File: src/design/pfc_pkg.sv
// pfc_pkg: shared constants of the pause flow control block
// assumes one 100 MHz clock; registers on apb, index times four
package pfc_pkg;
  // clock and pause quantum timing
  localparam int unsigned CLK_PERIOD_PS   = 10000;
  localparam int unsigned BIT_TIME_PS     = 25;
  localparam int unsigned QUANTUM_BITS    = 512;
  localparam int unsigned CYC_PER_QUANTUM =
    (QUANTUM_BITS * BIT_TIME_PS + CLK_PERIOD_PS - 1) / CLK_PERIOD_PS;

  // register indices and byte addresses
  localparam int unsigned REG_CTRL_IDX   = 'h0700;
  localparam int unsigned REG_QUANTA_IDX = 'h0701;
  localparam int unsigned REG_STATUS_IDX = 'h0702;
  localparam int unsigned REG_ADDRL_IDX  = 'h0707;
  localparam int unsigned REG_ADDRH_IDX  = 'h0708;
  localparam int unsigned APB_AW         = 16;
  localparam logic [15:0] REG_CTRL_ADDR   = 16'(REG_CTRL_IDX * 4);
  localparam logic [15:0] REG_QUANTA_ADDR = 16'(REG_QUANTA_IDX * 4);
  localparam logic [15:0] REG_STATUS_ADDR = 16'(REG_STATUS_IDX * 4);
  localparam logic [15:0] REG_ADDRL_ADDR  = 16'(REG_ADDRL_IDX * 4);
  localparam logic [15:0] REG_ADDRH_ADDR  = 16'(REG_ADDRH_IDX * 4);

  // control register fields
  localparam int unsigned CTRL_PROC_BIT   = 0;
  localparam int unsigned CTRL_FWD_BIT    = 1;
  localparam int unsigned CTRL_OBEY_BIT   = 2;
  localparam int unsigned CTRL_RETX_BIT   = 3;
  localparam int unsigned CTRL_PEN_LSB    = 8;
  localparam logic [31:0] CTRL_MASK       = 32'h0000_FF0F;
  localparam logic [31:0] CTRL_RESET      = 32'h0000_FF05;
  // quanta register: tx quanta low half, hold-off high half
  localparam int unsigned QUANTA_HOLD_LSB = 16;
  localparam logic [31:0] QUANTA_RESET    = 32'h0100_FFFF;
  localparam logic [31:0] ADDRL_RESET     = 32'h0000_0000;
  localparam logic [15:0] ADDRH_RESET     = 16'h0000;
  // status register fields
  localparam int unsigned STAT_REQ_LSB    = 8;
  localparam int unsigned STAT_HOLD_LSB   = 16;

  // mac control frame constants
  localparam logic [15:0] ETYPE_MAC_CTRL  = 16'h8808;
  localparam logic [15:0] OPC_STD_PAUSE   = 16'h0001;
  localparam logic [15:0] OPC_PRIO_PAUSE  = 16'h0101;
  localparam logic [47:0] PAUSE_MCAST     = 48'h0180_C200_0001;
  localparam int unsigned QW              = 16;
  localparam int unsigned MAX_CLASS       = 8;
endpackage

File: src/design/pfc_quanta_timer.sv
// pfc_quanta_timer: per-class pause hold counter in quanta
// assumes tick is a one-cycle pulse per pause quantum
`timescale 1ns/1ps
`default_nettype none
module pfc_quanta_timer (
  // clock and reset
  input  wire logic        ref_clk,
  input  wire logic        nrst,
  // quantum tick and new value
  input  wire logic        tick,
  input  wire logic        load,
  input  wire logic [15:0] loadValue,
  // state
  output logic             active,
  output logic [15:0]      count
);
  logic [15:0] cnt_q;
  logic [15:0] cnt_d;

  always_comb begin
    cnt_d = cnt_q;
    if (load) begin
      cnt_d = loadValue;
    end else if (tick && cnt_q != 16'h0000) begin
      cnt_d = cnt_q - 16'h0001;
    end
  end

  always_ff @(posedge ref_clk or negedge nrst) begin
    if (!nrst) begin
      cnt_q <= 16'h0000;
    end else begin
      cnt_q <= cnt_d;
    end
  end

  assign count  = cnt_q;
  assign active = cnt_q != 16'h0000;
endmodule
`default_nettype wire

File: src/design/pfc_rx_screen.sv
// pfc_rx_screen: screens received frame headers for pause frames
// assumes one header pulse per frame, fields valid with it
`timescale 1ns/1ps
`default_nettype none
module pfc_rx_screen #(
  parameter int unsigned NUM_CLASS = 8,
  parameter bit          PFC_MODE  = 1'b1
) (
  // clock and reset
  input  wire logic                       ref_clk,
  input  wire logic                       nrst,
  // received header
  input  wire logic                       hdrValid,
  input  wire logic [47:0]                destAddr,
  input  wire logic [15:0]                etherType,
  input  wire logic [15:0]                opcode,
  input  wire logic                       lengthOk,
  input  wire logic [7:0]                 prioEnable,
  input  wire logic [NUM_CLASS*16-1:0]    quantaIn,
  // configuration
  input  wire logic [47:0]                matchAddr,
  input  wire logic                       procEn,
  input  wire logic                       fwdEn,
  // decisions
  output logic                            deliverValid,
  output logic                            deliver,
  output logic [NUM_CLASS-1:0]            loadValid,
  output logic [NUM_CLASS*16-1:0]         loadQuanta
);
  localparam logic [15:0] OPC = PFC_MODE ? pfc_pkg::OPC_PRIO_PAUSE : pfc_pkg::OPC_STD_PAUSE;

  logic isPause;
  logic match;
  assign isPause = etherType == pfc_pkg::ETYPE_MAC_CTRL && opcode == OPC && lengthOk;
  assign match   = destAddr == matchAddr || destAddr == pfc_pkg::PAUSE_MCAST;

  always_ff @(posedge ref_clk or negedge nrst) begin
    if (!nrst) begin
      deliverValid <= 1'b0;
      deliver      <= 1'b0;
    end else begin
      deliverValid <= hdrValid;
      // matched pause dropped unless processed and forwarded
      deliver      <= !(isPause && match && !(procEn && fwdEn));
    end
  end

  // fwdEn never reaches the load path
  always_ff @(posedge ref_clk or negedge nrst) begin
    if (!nrst) begin
      loadValid  <= '0;
      loadQuanta <= '0;
    end else begin
      loadQuanta <= quantaIn;
      for (int n = 0; n < NUM_CLASS; n++) begin
        loadValid[n] <= hdrValid && procEn && isPause && match &&
                        (!PFC_MODE || prioEnable[n]);
      end
    end
  end
endmodule
`default_nettype wire

File: src/design/pfc_flow_ctrl.sv
// pfc_flow_ctrl: pause generation, pause hold and rx pause screening
// assumes client inputs on ref_clk, apb master on ref_clk
//
// Added by the designer: register access over APB.
`timescale 1ns/1ps
`default_nettype none
module pfc_flow_ctrl #(
  parameter bit          PFC_MODE  = 1'b1,
  parameter int unsigned NUM_CLASS = 8
) (
  // clock and reset
  input  wire logic                      ref_clk,
  input  wire logic                      nrst,
  // apb slave
  input  wire logic [15:0]               paddr,
  input  wire logic                      psel,
  input  wire logic                      penable,
  input  wire logic                      pwrite,
  input  wire logic [31:0]               pwdata,
  output logic [31:0]                    prdata,
  output logic                           pready,
  output logic                           pslverr,
  // tx client pause request and hold
  input  wire logic [NUM_CLASS-1:0]      pauseInsertTx,
  input  wire logic                      txFrameActive,
  output logic [NUM_CLASS-1:0]           txHold,
  // control frame request to tx datapath
  output logic                           ctrlReqValid,
  input  wire logic                      ctrlReqReady,
  output logic                           ctrlReqXon,
  output logic [2:0]                     ctrlReqClass,
  output logic [15:0]                    ctrlReqQuanta,
  // received frame header
  input  wire logic                      rxHdrValid,
  input  wire logic [47:0]               rxDestAddr,
  input  wire logic [15:0]               rxEtherType,
  input  wire logic [15:0]               rxOpcode,
  input  wire logic                      rxLengthOk,
  input  wire logic [7:0]                rxPrioEnable,
  input  wire logic [NUM_CLASS*16-1:0]   rxQuanta,
  // rx decisions
  output logic                           rxDeliverValid,
  output logic                           rxDeliver,
  output logic [NUM_CLASS-1:0]           pauseReceiveRx
);
  localparam int unsigned QCW = $clog2(pfc_pkg::CYC_PER_QUANTUM + 1);

  // class count must fit mode and field widths
  if ((!PFC_MODE && NUM_CLASS != 1) || NUM_CLASS < 1 || NUM_CLASS > pfc_pkg::MAX_CLASS) begin : g_bad_cfg
    $error("NUM_CLASS must be 1 in standard mode and 1..8 otherwise");
  end

  // ---- apb register file
  logic [31:0] ctrl_q;
  logic [31:0] quanta_q;
  logic [31:0] addrLow_q;
  logic [15:0] addrHigh_q;
  logic [31:0] prdata_q;
  logic        setup;
  logic        access;

  function automatic logic [2:0] regDecode(input logic [15:0] a);
    unique case (a)
      pfc_pkg::REG_CTRL_ADDR:   regDecode = 3'd0;
      pfc_pkg::REG_QUANTA_ADDR: regDecode = 3'd1;
      pfc_pkg::REG_STATUS_ADDR: regDecode = 3'd2;
      pfc_pkg::REG_ADDRL_ADDR:  regDecode = 3'd3;
      pfc_pkg::REG_ADDRH_ADDR:  regDecode = 3'd4;
      default:                  regDecode = 3'd7;
    endcase
  endfunction

  assign setup   = psel && !penable;
  assign access  = psel && penable;
  assign pready  = 1'b1;
  assign pslverr = access && regDecode(paddr) == 3'd7;
  assign prdata  = prdata_q;

  logic        procEn;
  logic        fwdEn;
  logic        obeyOk;
  logic        retxEn;
  logic [7:0]  pauseEn;
  logic [15:0] txQuanta;
  logic [15:0] holdOff;
  assign procEn   = ctrl_q[pfc_pkg::CTRL_PROC_BIT];
  assign fwdEn    = ctrl_q[pfc_pkg::CTRL_FWD_BIT];
  assign obeyOk   = PFC_MODE || ctrl_q[pfc_pkg::CTRL_OBEY_BIT];
  assign retxEn   = ctrl_q[pfc_pkg::CTRL_RETX_BIT];
  assign pauseEn  = ctrl_q[pfc_pkg::CTRL_PEN_LSB +: 8];
  assign txQuanta = quanta_q[15:0];
  assign holdOff  = quanta_q[pfc_pkg::QUANTA_HOLD_LSB +: 16];

  always_ff @(posedge ref_clk or negedge nrst) begin
    if (!nrst) begin
      ctrl_q     <= pfc_pkg::CTRL_RESET;
      quanta_q   <= pfc_pkg::QUANTA_RESET;
      addrLow_q  <= pfc_pkg::ADDRL_RESET;
      addrHigh_q <= pfc_pkg::ADDRH_RESET;
    end else if (access && pwrite) begin
      unique case (regDecode(paddr))
        3'd0:    ctrl_q     <= pwdata & pfc_pkg::CTRL_MASK;
        3'd1:    quanta_q   <= pwdata;
        3'd3:    addrLow_q  <= pwdata;
        3'd4:    addrHigh_q <= pwdata[15:0];
        default: ;
      endcase
    end
  end

  // read data captured in the setup cycle
  always_ff @(posedge ref_clk or negedge nrst) begin
    if (!nrst) begin
      prdata_q <= 32'h0000_0000;
    end else if (setup) begin
      prdata_q <= 32'h0000_0000;
      unique case (regDecode(paddr))
        3'd0:    prdata_q <= ctrl_q;
        3'd1:    prdata_q <= quanta_q;
        3'd2: begin
          prdata_q[NUM_CLASS-1:0]                          <= pauseReceiveRx;
          prdata_q[pfc_pkg::STAT_REQ_LSB +: NUM_CLASS]     <= pauseInsertTx;
          prdata_q[pfc_pkg::STAT_HOLD_LSB +: NUM_CLASS]    <= txHold;
        end
        3'd3:    prdata_q <= addrLow_q;
        3'd4:    prdata_q <= {16'h0000, addrHigh_q};
        default: ;
      endcase
    end
  end

  // ---- pause quantum tick
  logic [QCW-1:0] qdiv_q;
  logic           qtick;
  assign qtick = qdiv_q == QCW'(pfc_pkg::CYC_PER_QUANTUM - 1);

  always_ff @(posedge ref_clk or negedge nrst) begin
    if (!nrst) begin
      qdiv_q <= '0;
    end else begin
      qdiv_q <= qtick ? '0 : qdiv_q + QCW'(1);
    end
  end

  // ---- rx screening and per-class hold timers
  logic [NUM_CLASS-1:0]    loadValid;
  logic [NUM_CLASS*16-1:0] loadQuanta;
  logic [NUM_CLASS-1:0]    timerActive;

  pfc_rx_screen #(
    .NUM_CLASS (NUM_CLASS),
    .PFC_MODE  (PFC_MODE)
  ) u_screen (
    .ref_clk      (ref_clk),
    .nrst         (nrst),
    .hdrValid     (rxHdrValid),
    .destAddr     (rxDestAddr),
    .etherType    (rxEtherType),
    .opcode       (rxOpcode),
    .lengthOk     (rxLengthOk),
    .prioEnable   (rxPrioEnable),
    .quantaIn     (rxQuanta),
    .matchAddr    ({addrHigh_q, addrLow_q}),
    .procEn       (procEn),
    .fwdEn        (fwdEn),
    .deliverValid (rxDeliverValid),
    .deliver      (rxDeliver),
    .loadValid    (loadValid),
    .loadQuanta   (loadQuanta)
  );

  logic [NUM_CLASS-1:0] hold_q;

  for (genvar n = 0; n < NUM_CLASS; n++) begin : g_hold
    pfc_quanta_timer u_timer (
      .ref_clk   (ref_clk),
      .nrst      (nrst),
      .tick      (qtick),
      .load      (loadValid[n]),
      .loadValue (loadQuanta[n*16 +: 16]),
      .active    (timerActive[n]),
      .count     ()
    );

    // hold only starts between frames
    always_ff @(posedge ref_clk or negedge nrst) begin
      if (!nrst) begin
        hold_q[n] <= 1'b0;
      end else begin
        hold_q[n] <= timerActive[n] && obeyOk && (hold_q[n] || !txFrameActive);
      end
    end
  end

  assign pauseReceiveRx = timerActive;
  assign txHold         = hold_q;

  // ---- xoff / xon generation
  logic [NUM_CLASS-1:0] reqPrev_q;
  logic [NUM_CLASS-1:0] xoffPend_q;
  logic [NUM_CLASS-1:0] xonPend_q;
  logic [15:0]          holdCnt_q [NUM_CLASS];
  logic [NUM_CLASS-1:0] grant;
  logic                 issue;

  function automatic logic [NUM_CLASS-1:0] firstOne(input logic [NUM_CLASS-1:0] v);
    firstOne = '0;
    for (int i = NUM_CLASS - 1; i >= 0; i--) begin
      if (v[i]) begin
        firstOne = '0;
        firstOne[i] = 1'b1;
      end
    end
  endfunction

  assign issue = !ctrlReqValid && |(xoffPend_q | xonPend_q) && !txFrameActive;
  assign grant = issue ? firstOne(xoffPend_q | xonPend_q) : '0;

  for (genvar n = 0; n < NUM_CLASS; n++) begin : g_gen
    logic rise;
    logic fall;
    logic retxDue;
    // request sampled directly, it is already on this clock
    assign rise    = pauseInsertTx[n] && !reqPrev_q[n];
    assign fall    = !pauseInsertTx[n] && reqPrev_q[n];
    assign retxDue = retxEn && pauseInsertTx[n] && reqPrev_q[n] &&
                     holdCnt_q[n] == 16'h0000 && !xoffPend_q[n];

    always_ff @(posedge ref_clk or negedge nrst) begin
      if (!nrst) begin
        reqPrev_q[n]  <= 1'b0;
        xoffPend_q[n] <= 1'b0;
        xonPend_q[n]  <= 1'b0;
      end else begin
        reqPrev_q[n] <= pauseInsertTx[n];
        // grant clears first so a new edge wins
        if (grant[n]) begin
          xoffPend_q[n] <= 1'b0;
          xonPend_q[n]  <= 1'b0;
        end
        if ((rise && pauseEn[n]) || retxDue) begin
          xoffPend_q[n] <= 1'b1;
          xonPend_q[n]  <= 1'b0;
        end else if (fall) begin
          xonPend_q[n]  <= 1'b1;
          xoffPend_q[n] <= 1'b0;
        end
      end
    end

    // hold-off counts quanta since the last xoff issued
    always_ff @(posedge ref_clk or negedge nrst) begin
      if (!nrst) begin
        holdCnt_q[n] <= 16'h0000;
      end else if (grant[n] && xoffPend_q[n]) begin
        holdCnt_q[n] <= holdOff;
      end else if (qtick && holdCnt_q[n] != 16'h0000) begin
        holdCnt_q[n] <= holdCnt_q[n] - 16'h0001;
      end
    end
  end

  // request register toward the tx datapath
  always_ff @(posedge ref_clk or negedge nrst) begin
    if (!nrst) begin
      ctrlReqValid  <= 1'b0;
      ctrlReqXon    <= 1'b0;
      ctrlReqClass  <= 3'd0;
      ctrlReqQuanta <= 16'h0000;
    end else if (issue) begin
      ctrlReqValid  <= 1'b1;
      ctrlReqXon    <= !(|(grant & xoffPend_q));
      ctrlReqQuanta <= |(grant & xoffPend_q) ? txQuanta : 16'h0000;
      ctrlReqClass  <= 3'd0;
      for (int i = 0; i < NUM_CLASS; i++) begin
        if (grant[i]) begin
          ctrlReqClass <= 3'(i);
        end
      end
    end else if (ctrlReqReady) begin
      ctrlReqValid <= 1'b0;
    end
  end
endmodule
`default_nettype wire

File: config.mk
export PLATFORM = sky130hd
export DESIGN_NAME = pfc_flow_ctrl
export DESIGN_NICKNAME = d
export VERILOG_FILES = /design/src/design/pfc_pkg.sv /design/src/design/pfc_quanta_timer.sv /design/src/design/pfc_rx_screen.sv /design/src/design/pfc_flow_ctrl.sv
export SDC_FILE = /design/constraint.sdc
export NUM_CORES = 1
export LEC_CHECK = 0
export BUFFER_PORTS_ARGS = -buffer_cell sky130_fd_sc_hd__buf_4
export CORE_MARGIN = 2
export CORE_UTILIZATION = 63
export DETAILED_ROUTE_END_ITERATION = 8
export GPL_ROUTABILITY_DRIVEN = 1
export PLACE_DENSITY = 0.86
export SETUP_SLACK_MARGIN = 0.2
export SYNTH_ARGS = -nofsm -noshare
export SYNTH_HDL_FRONTEND = slang
export SYNTH_SLANG_ARGS = --single-unit
File: constraint.sdc
create_clock -name ref_clk -period 4.05 [get_ports ref_clk]
set_clock_uncertainty 0.15 [all_clocks]
set_input_delay 0.81 -clock ref_clk [delete_from_list [all_inputs] [get_ports ref_clk]]
set_output_delay 0.81 -clock ref_clk [all_outputs]
set_load 0.005 [all_outputs]
# After elaboration in Yosys (flattened, before gate mapping)
# Cells that the tools add are included.
# word_totals
register_bits,573
output_inout_bits,73
# classes
addsub,17
eq_ne,18
n_mux,97
bitwise_logic,2
n_reduce_logical,214
# ops
cell,count
two-way mux 16 bit,33
nonzero test 16 bit,16
subtractor 16 x 1 -> 16 bit (second input constant),16
zero test 16 bit,8
one-hot mux 24 bit (5 select lines),1
logical AND 1 bit,110
equality test 16 x 13 -> 1 bit (second input constant),5
two-way mux 8 bit,9
equality test 48 x 41 -> 1 bit (second input constant),1
equality test 48 bit,1
two-way mux 1 bit,43
nonzero test 2 bit,17
zero test 1 bit,30
two-way mux 3 bit,8
nonzero test 3 bit,8
logical OR 1 bit,17
equality test 16 bit (second input constant),1
equality test 16 x 9 -> 1 bit (second input constant),1
one-hot mux 8 bit (2 select lines),1
OR reduction 8 bit,2
one-hot mux 3 bit (5 select lines),1
equality test 3 x 2 -> 1 bit (second input constant),3
equality test 3 bit (second input constant),3
AND 8 bit,1
other kinds (7),12

# Logic depth before layout (Yosys ltp)
# logic_depth
word_depth,17
ltp_mapped,9
depth_no_buf,8

# Modules after synthesis
# Synthesis repeated with hierarchy kept, for this count alone.
# hier_totals
cells_unflattened,2777
area_unflattened_um2,28504.8
# by_module_without_submodules
mod,n_inst,cells_per_inst,area_each_um2
pfc_flow_ctrl,1,1527,15471.1
pfc_quanta_timer (g_hold[0].u_timer ...),7,125,1094.8
pfc_rx_screen,1,242,4299.1
pfc_quanta_timer (g_hold[7].u_timer),1,133,1071.0

# Worst setup path before layout
# No wires, ideal clock.
# synth_path
path_kind,input-to-reg
from,in paddr[1]
to,reg ctrl_q[3]
setup_time_ps,125
arrival_time_ps,2898
required_ps,3775
path_slack_ps,877
stages,7
n_path_buf,3
path_cell_list,or4_1 > buf_2 > or4b_1 > buf_2 > nor4_4 > buf_6 > mux2_2
# synth_via
elab_chain_cells,5
# synth_rtl
element,line,source
"start, declared",pfc_flow_ctrl.sv:15,"input wire logic [15:0] paddr,"
equality test 16 x 13 -> 1 bit,pfc_flow_ctrl.sv:63,unique case (a)
one-hot mux 3 bit (5 select lines) *,pfc_flow_ctrl.sv:63,
two-way mux 3 bit *,pfc_flow_ctrl.sv:100,end else if (access && pwrite) begin
zero test 3 bit *,pfc_flow_ctrl.sv:101,unique case (regDecode(paddr))
AND reduction 2 bit (no line) *,-,
"end signal, assigned",pfc_flow_ctrl.sv:96,ctrl_q <= pfc_pkg::CTRL_RESET;
"end signal, assigned",pfc_flow_ctrl.sv:102,3'd0: ctrl_q <= pwdata & pfc_pkg::CTRL_MASK;
"end, declared",pfc_flow_ctrl.sv:54,logic [31:0] ctrl_q;
# Mark *: on every way between the ends. The rest lies on a longest branch, timed or not. The select of a mux whose other input is x is not followed.
# A chain may end at the register's enable or synchronous reset.

# Worst setup path in the final report
# layout_path
from,reg g_hold[3].u_timer.cnt_q[6]
to,out pauseReceiveRx[3]
# layout_via
elab_chain_cells,1
# layout_rtl
element,line,source
"start, declared",pfc_quanta_timer.sv:17,logic [15:0] cnt_q;
"start signal, assigned",pfc_quanta_timer.sv:33,cnt_q <= cnt_d;
nonzero test 16 bit,pfc_quanta_timer.sv:38,assign active = cnt_q != 16'h0000;
"end, declared",pfc_flow_ctrl.sv:44,output logic [NUM_CLASS-1:0] pauseReceiveRx
# No other way between the ends.

==> summary.log <==
INFO  power          internal-power=0.00938W
INFO  finish         layout.cells.most_common_list=dfrtp_1 (546), buf_4 (391), nand2_1 (252)
INFO  logic_synthesis synth.yosys.seq_area_share=0.526
INFO  power          switchingPower=0.00303W
INFO  setup_path     worstPathRequired=3.09ns
INFO  detailed_routing drt.antenna.violating_nets=0
INFO  min_path       hp-class=in -> async
INFO  clocking       clk_pin_slew_worst_paths=0.06ns
INFO  logic_synthesis synth_top_flop_cell=dfrtp_1
INFO  setup_path     endpoint_kind=output pin
INFO  detailed_routing dr.first_iter.drc_count=2,726
INFO  floorplan      floorplan.initialDensity=0.635
INFO  timing         max_slew_margin=0.278
INFO  logic_synthesis postSynth.asyncResetShare=1.00
INFO  timing         setup_repair_after_global_routing_missed_its_margin=false
INFO  grt            first_pass_grt_wire_length=125,000um
INFO  detailed_routing dr_total_vias=23,000
INFO  timing         maxSlewViolCount=0
INFO  power          vdd.ir_drop.worst=372uV
INFO  grt            grt_max_degree=107
INFO  finish         post-route-cell-area=32,500um2
INFO  power          pwr_density_cell=382nW/um2
INFO  timing         report.final.hold_viol_count=0
INFO  clocking       clock_sink_count=573
INFO  floorplan      die_area=45,000um2
INFO  timing         max_slew.worst_pin.slew=1.08ns
INFO  finish         fillers=2,871
INFO  placed_design  dpl.hpwl=57,500um
INFO  run            maxCapViolations=0
INFO  detailed_routing route.detailed.wl_per_inst=22.4um
INFO  clocking       ctsHtreeMaxLevel=2
INFO  logic_synthesis synth-edff-count=0
INFO  finish         area.growth.synth_to_final=18.9%
INFO  logic_synthesis ys_ff_latch=573
INFO  floorplan      dieWidth=212um
INFO  floorplan      ios=354
INFO  finish         drive_gt1_frac=0.225
INFO  power          power.share.sequential=0.497
INFO  placed_design  port_buffers=352
INFO  placed_design  routabilityCongestion=1.00
INFO  timing         post-route-period-util=0.932
INFO  floorplan      core_area=43,000um2
INFO  power          power.share.combinational=0.085
INFO  timing         setup_viol=0
INFO  logic_synthesis netlist_area=27,300um2
INFO  grt            globalRoute.totalOverflow=0
INFO  outcome        run_status=finished, final reports clean
INFO  finish         nets=3,246
INFO  logic_synthesis post_synth_inst_count=2,631
INFO  floorplan      row_count=76
INFO  logic_synthesis synth_cell_type_count=85
INFO  detailed_routing dr.pass1.iters=8
INFO  detailed_routing drt-total-wl=80,400um
INFO  timing         totalNegativeSetupSlack=0ns
INFO  power          clock_power_share=0.418
INFO  detailed_routing drc_violation_count_after_routing=0
INFO  clocking       worstSkewPairLatency=0.63ns
INFO  detailed_routing route.detailed.vias_per_inst=6.40
INFO  power          power.switching_fraction=0.244
INFO  clocking       cts_max_path_buffers=3
INFO  grt            via_count_of_the_first_global_routing_pass=22,800
INFO  timing         max_clock_freq=265MHz
INFO  finish         layout_commonest_cell=dfrtp_1
INFO  logic_synthesis yosysWarningCount=0
INFO  setup_path     setup.worst_path.class=reg -> out
INFO  setup_path     critPathArrivalTime=2.82ns
INFO  clocking       ctsRootBufferMaster=clkbuf_16
INFO  clocking       tritoncts=yes
INFO  placed_design  placement.cell_area=30,600um2
INFO  power          power_leakage=14.0nW
INFO  setup_path     start_kind=flip-flop
INFO  setup_path     critical_path.max_fanout=6
INFO  logic_synthesis syn-num-nets=2,928
INFO  grt            grtUsageTotal=0.359
INFO  floorplan      fp.dieH=212um
INFO  grt            initial_antenna_violation_count=7
INFO  timing         finalWorstPathRequiredPeriod=3.78ns
INFO  logic_synthesis postSynthAreaPerCell=10.4um2
INFO  clocking       cts_made_buffers=56
INFO  clocking       cts_setup_buffers=0
power by group through the flow:
stage | logic [W] | clock network, W | registers [W]
floorplan | 0.000498 | 0 | 0.00620
global placement | 0.000982 | 0 | 0.00624
detailed placement | 0.00103 | 0 | 0.00626
CTS | 0.00105 | 0.00521 | 0.00616
global route | 0.00115 | 0.00547 | 0.00619
finish | 0.00105 | 0.00519 | 0.00616
final timing paths:
kind	start	cells past startpoint	end	slack, ns
max in group asynchronous	nrst	2	holdCnt_q[56]$_DFFE_PN0P_	2.63
min reg2reg	u_screen.loadQuanta[46]$_DFF_PN0_	2	g_hold[2].u_timer.count[14]$_DFFE_PN0P_	0.30
min	nrst	1	reqPrev_q[1]$_DFF_PN0_	0.14
max	g_hold[3].u_timer.count[6]$_DFFE_PN0P_	4	pauseReceiveRx[3]	0.27
min in group ref_clk	rxQuanta[31]	1	u_screen.loadQuanta[31]$_DFF_PN0_	0.14
max reg2reg	qdiv_q[1]$_DFF_PN0_	6	g_hold[0].u_timer.count[11]$_DFFE_PN0P_	0.78
state kept, by name, indices dropped and copies added (netlist names):
signal and flops:
addrHigh_q 16, prdata 32, ctrlReqClass 3, txHold 8, ctrlReqQuanta 16, u_screen.deliverValid 1
ctrl_q 12, u_screen.loadQuanta 128, ctrlReqValid 1, reqPrev_q 8, xonPend_q 8, ctrlReqXon 1
u_screen.loadValid 8, qdiv_q 2, addrLow_q 32, quanta_q 32, u_screen.deliver 1, g_hold.u_timer.count 128
xoffPend_q 8, holdCnt_q 128
metrics by stage:
stage | hold WS, ns | utilization | power, W | worst slack, ns | cells
floorplan | 0.276 | - | 0.00670 | 0.877 | 2631
detailed placement | 0.290 | 0.712 | 0.00729 | 0.315 | 3475
CTS | 0.123 | 0.755 | 0.0124 | 0.170 | 3578
finish | 0.139 | 0.755 | 0.0124 | 0.274 | 3586
global route | 0.130 | 0.755 | 0.0128 | 0.205 | 3584
global placement | 0.286 | 0.712 | 0.00722 | 0.380 | 3475
what timing repair did:
action | CTS | global route
resized for setup | 2 | 2
setup endpoints to repair | 2 | 1
hold endpoints to repair | 0 | 0
hold buffers | 0 | 0
kinds of logic (layout without fill, tap and decap cells):
family	count (synthesis)	in the layout	share of synthesized area
mux	133	133	0.0540
compound gates	545	545	0.125
fa+ha+maj	17	17	0.00770
buf+inv	204	567	0.0308
simple gates	919	919	0.179
xor+xnor	239	239	0.0766
other cells	1	8	0.000137
flops	573	573	0.526
cells in the mapped netlist (12+ instances only):
| master | number | share of area |
|---|---|---|
| ha_1 | 16 | 0.0073 |
| a21oi_1 | 89 | 0.016 |
| a32o_1 | 13 | 0.0048 |
| nor4_1 | 82 | 0.019 |
| nand4b_1 | 16 | 0.0051 |
| o21ai_0 | 229 | 0.042 |
| dfstp_2 | 27 | 0.026 |
| mux2_2 | 110 | 0.045 |
| xor2_1 | 100 | 0.032 |
| xnor2_1 | 139 | 0.045 |
| o211ai_1 | 31 | 0.0085 |
| or2_2 | 16 | 0.0037 |
| nand2b_1 | 24 | 0.0055 |
| nand3_1 | 61 | 0.011 |
| clkbuf_1 | 114 | 0.016 |
| a22o_1 | 18 | 0.0058 |
| nand3b_1 | 19 | 0.0052 |
| a211oi_1 | 23 | 0.0063 |
| or4_1 | 41 | 0.011 |
| nand2_1 | 252 | 0.035 |
| nor2_1 | 160 | 0.022 |
| nand4_1 | 43 | 0.0098 |
| a31oi_1 | 28 | 0.0064 |
| inv_1 | 60 | 0.0082 |
| nor2b_1 | 23 | 0.0053 |
| or3_1 | 52 | 0.012 |
| nor3_1 | 57 | 0.010 |
| a22oi_1 | 12 | 0.0033 |
| dfrtp_1 | 546 | 0.50 |
| nor4b_1 | 20 | 0.0064 |
| mux2i_1 | 19 | 0.0070 |
per-layer routing:
metal	GRT usage	part of all wire	vias to the layer above
met5	0	0	-
met4	0.190	0.053	0
met3	0.0644	0.089	266
met2	0.572	0.48	1185
met1	0.472	0.38	11400
li1	-	-	10200
cell type report:
type / count / area [um2] / share of cell area
sequential: 573 / 14400 / 0.443
inverter: 62 / 233 / 0.00717
antenna: 7 / 17.5 / 0.000539
clock inverter: 24 / 241 / 0.00744
multi-input combinational: 1854 / 12100 / 0.374
timing repair buffer: 402 / 3140 / 0.0966
tap: 585 / 732 / 0.0225
clock buffer: 79 / 1590 / 0.0489
critical path: stages, from the launching register on:
cell	delay [ns]
dfrtp_1	0.44
or4_4	0.59
or4_4	0.46
or4_4	0.53
buf_4	0.18
Note: power is estimated with default switching activity, not from simulation.
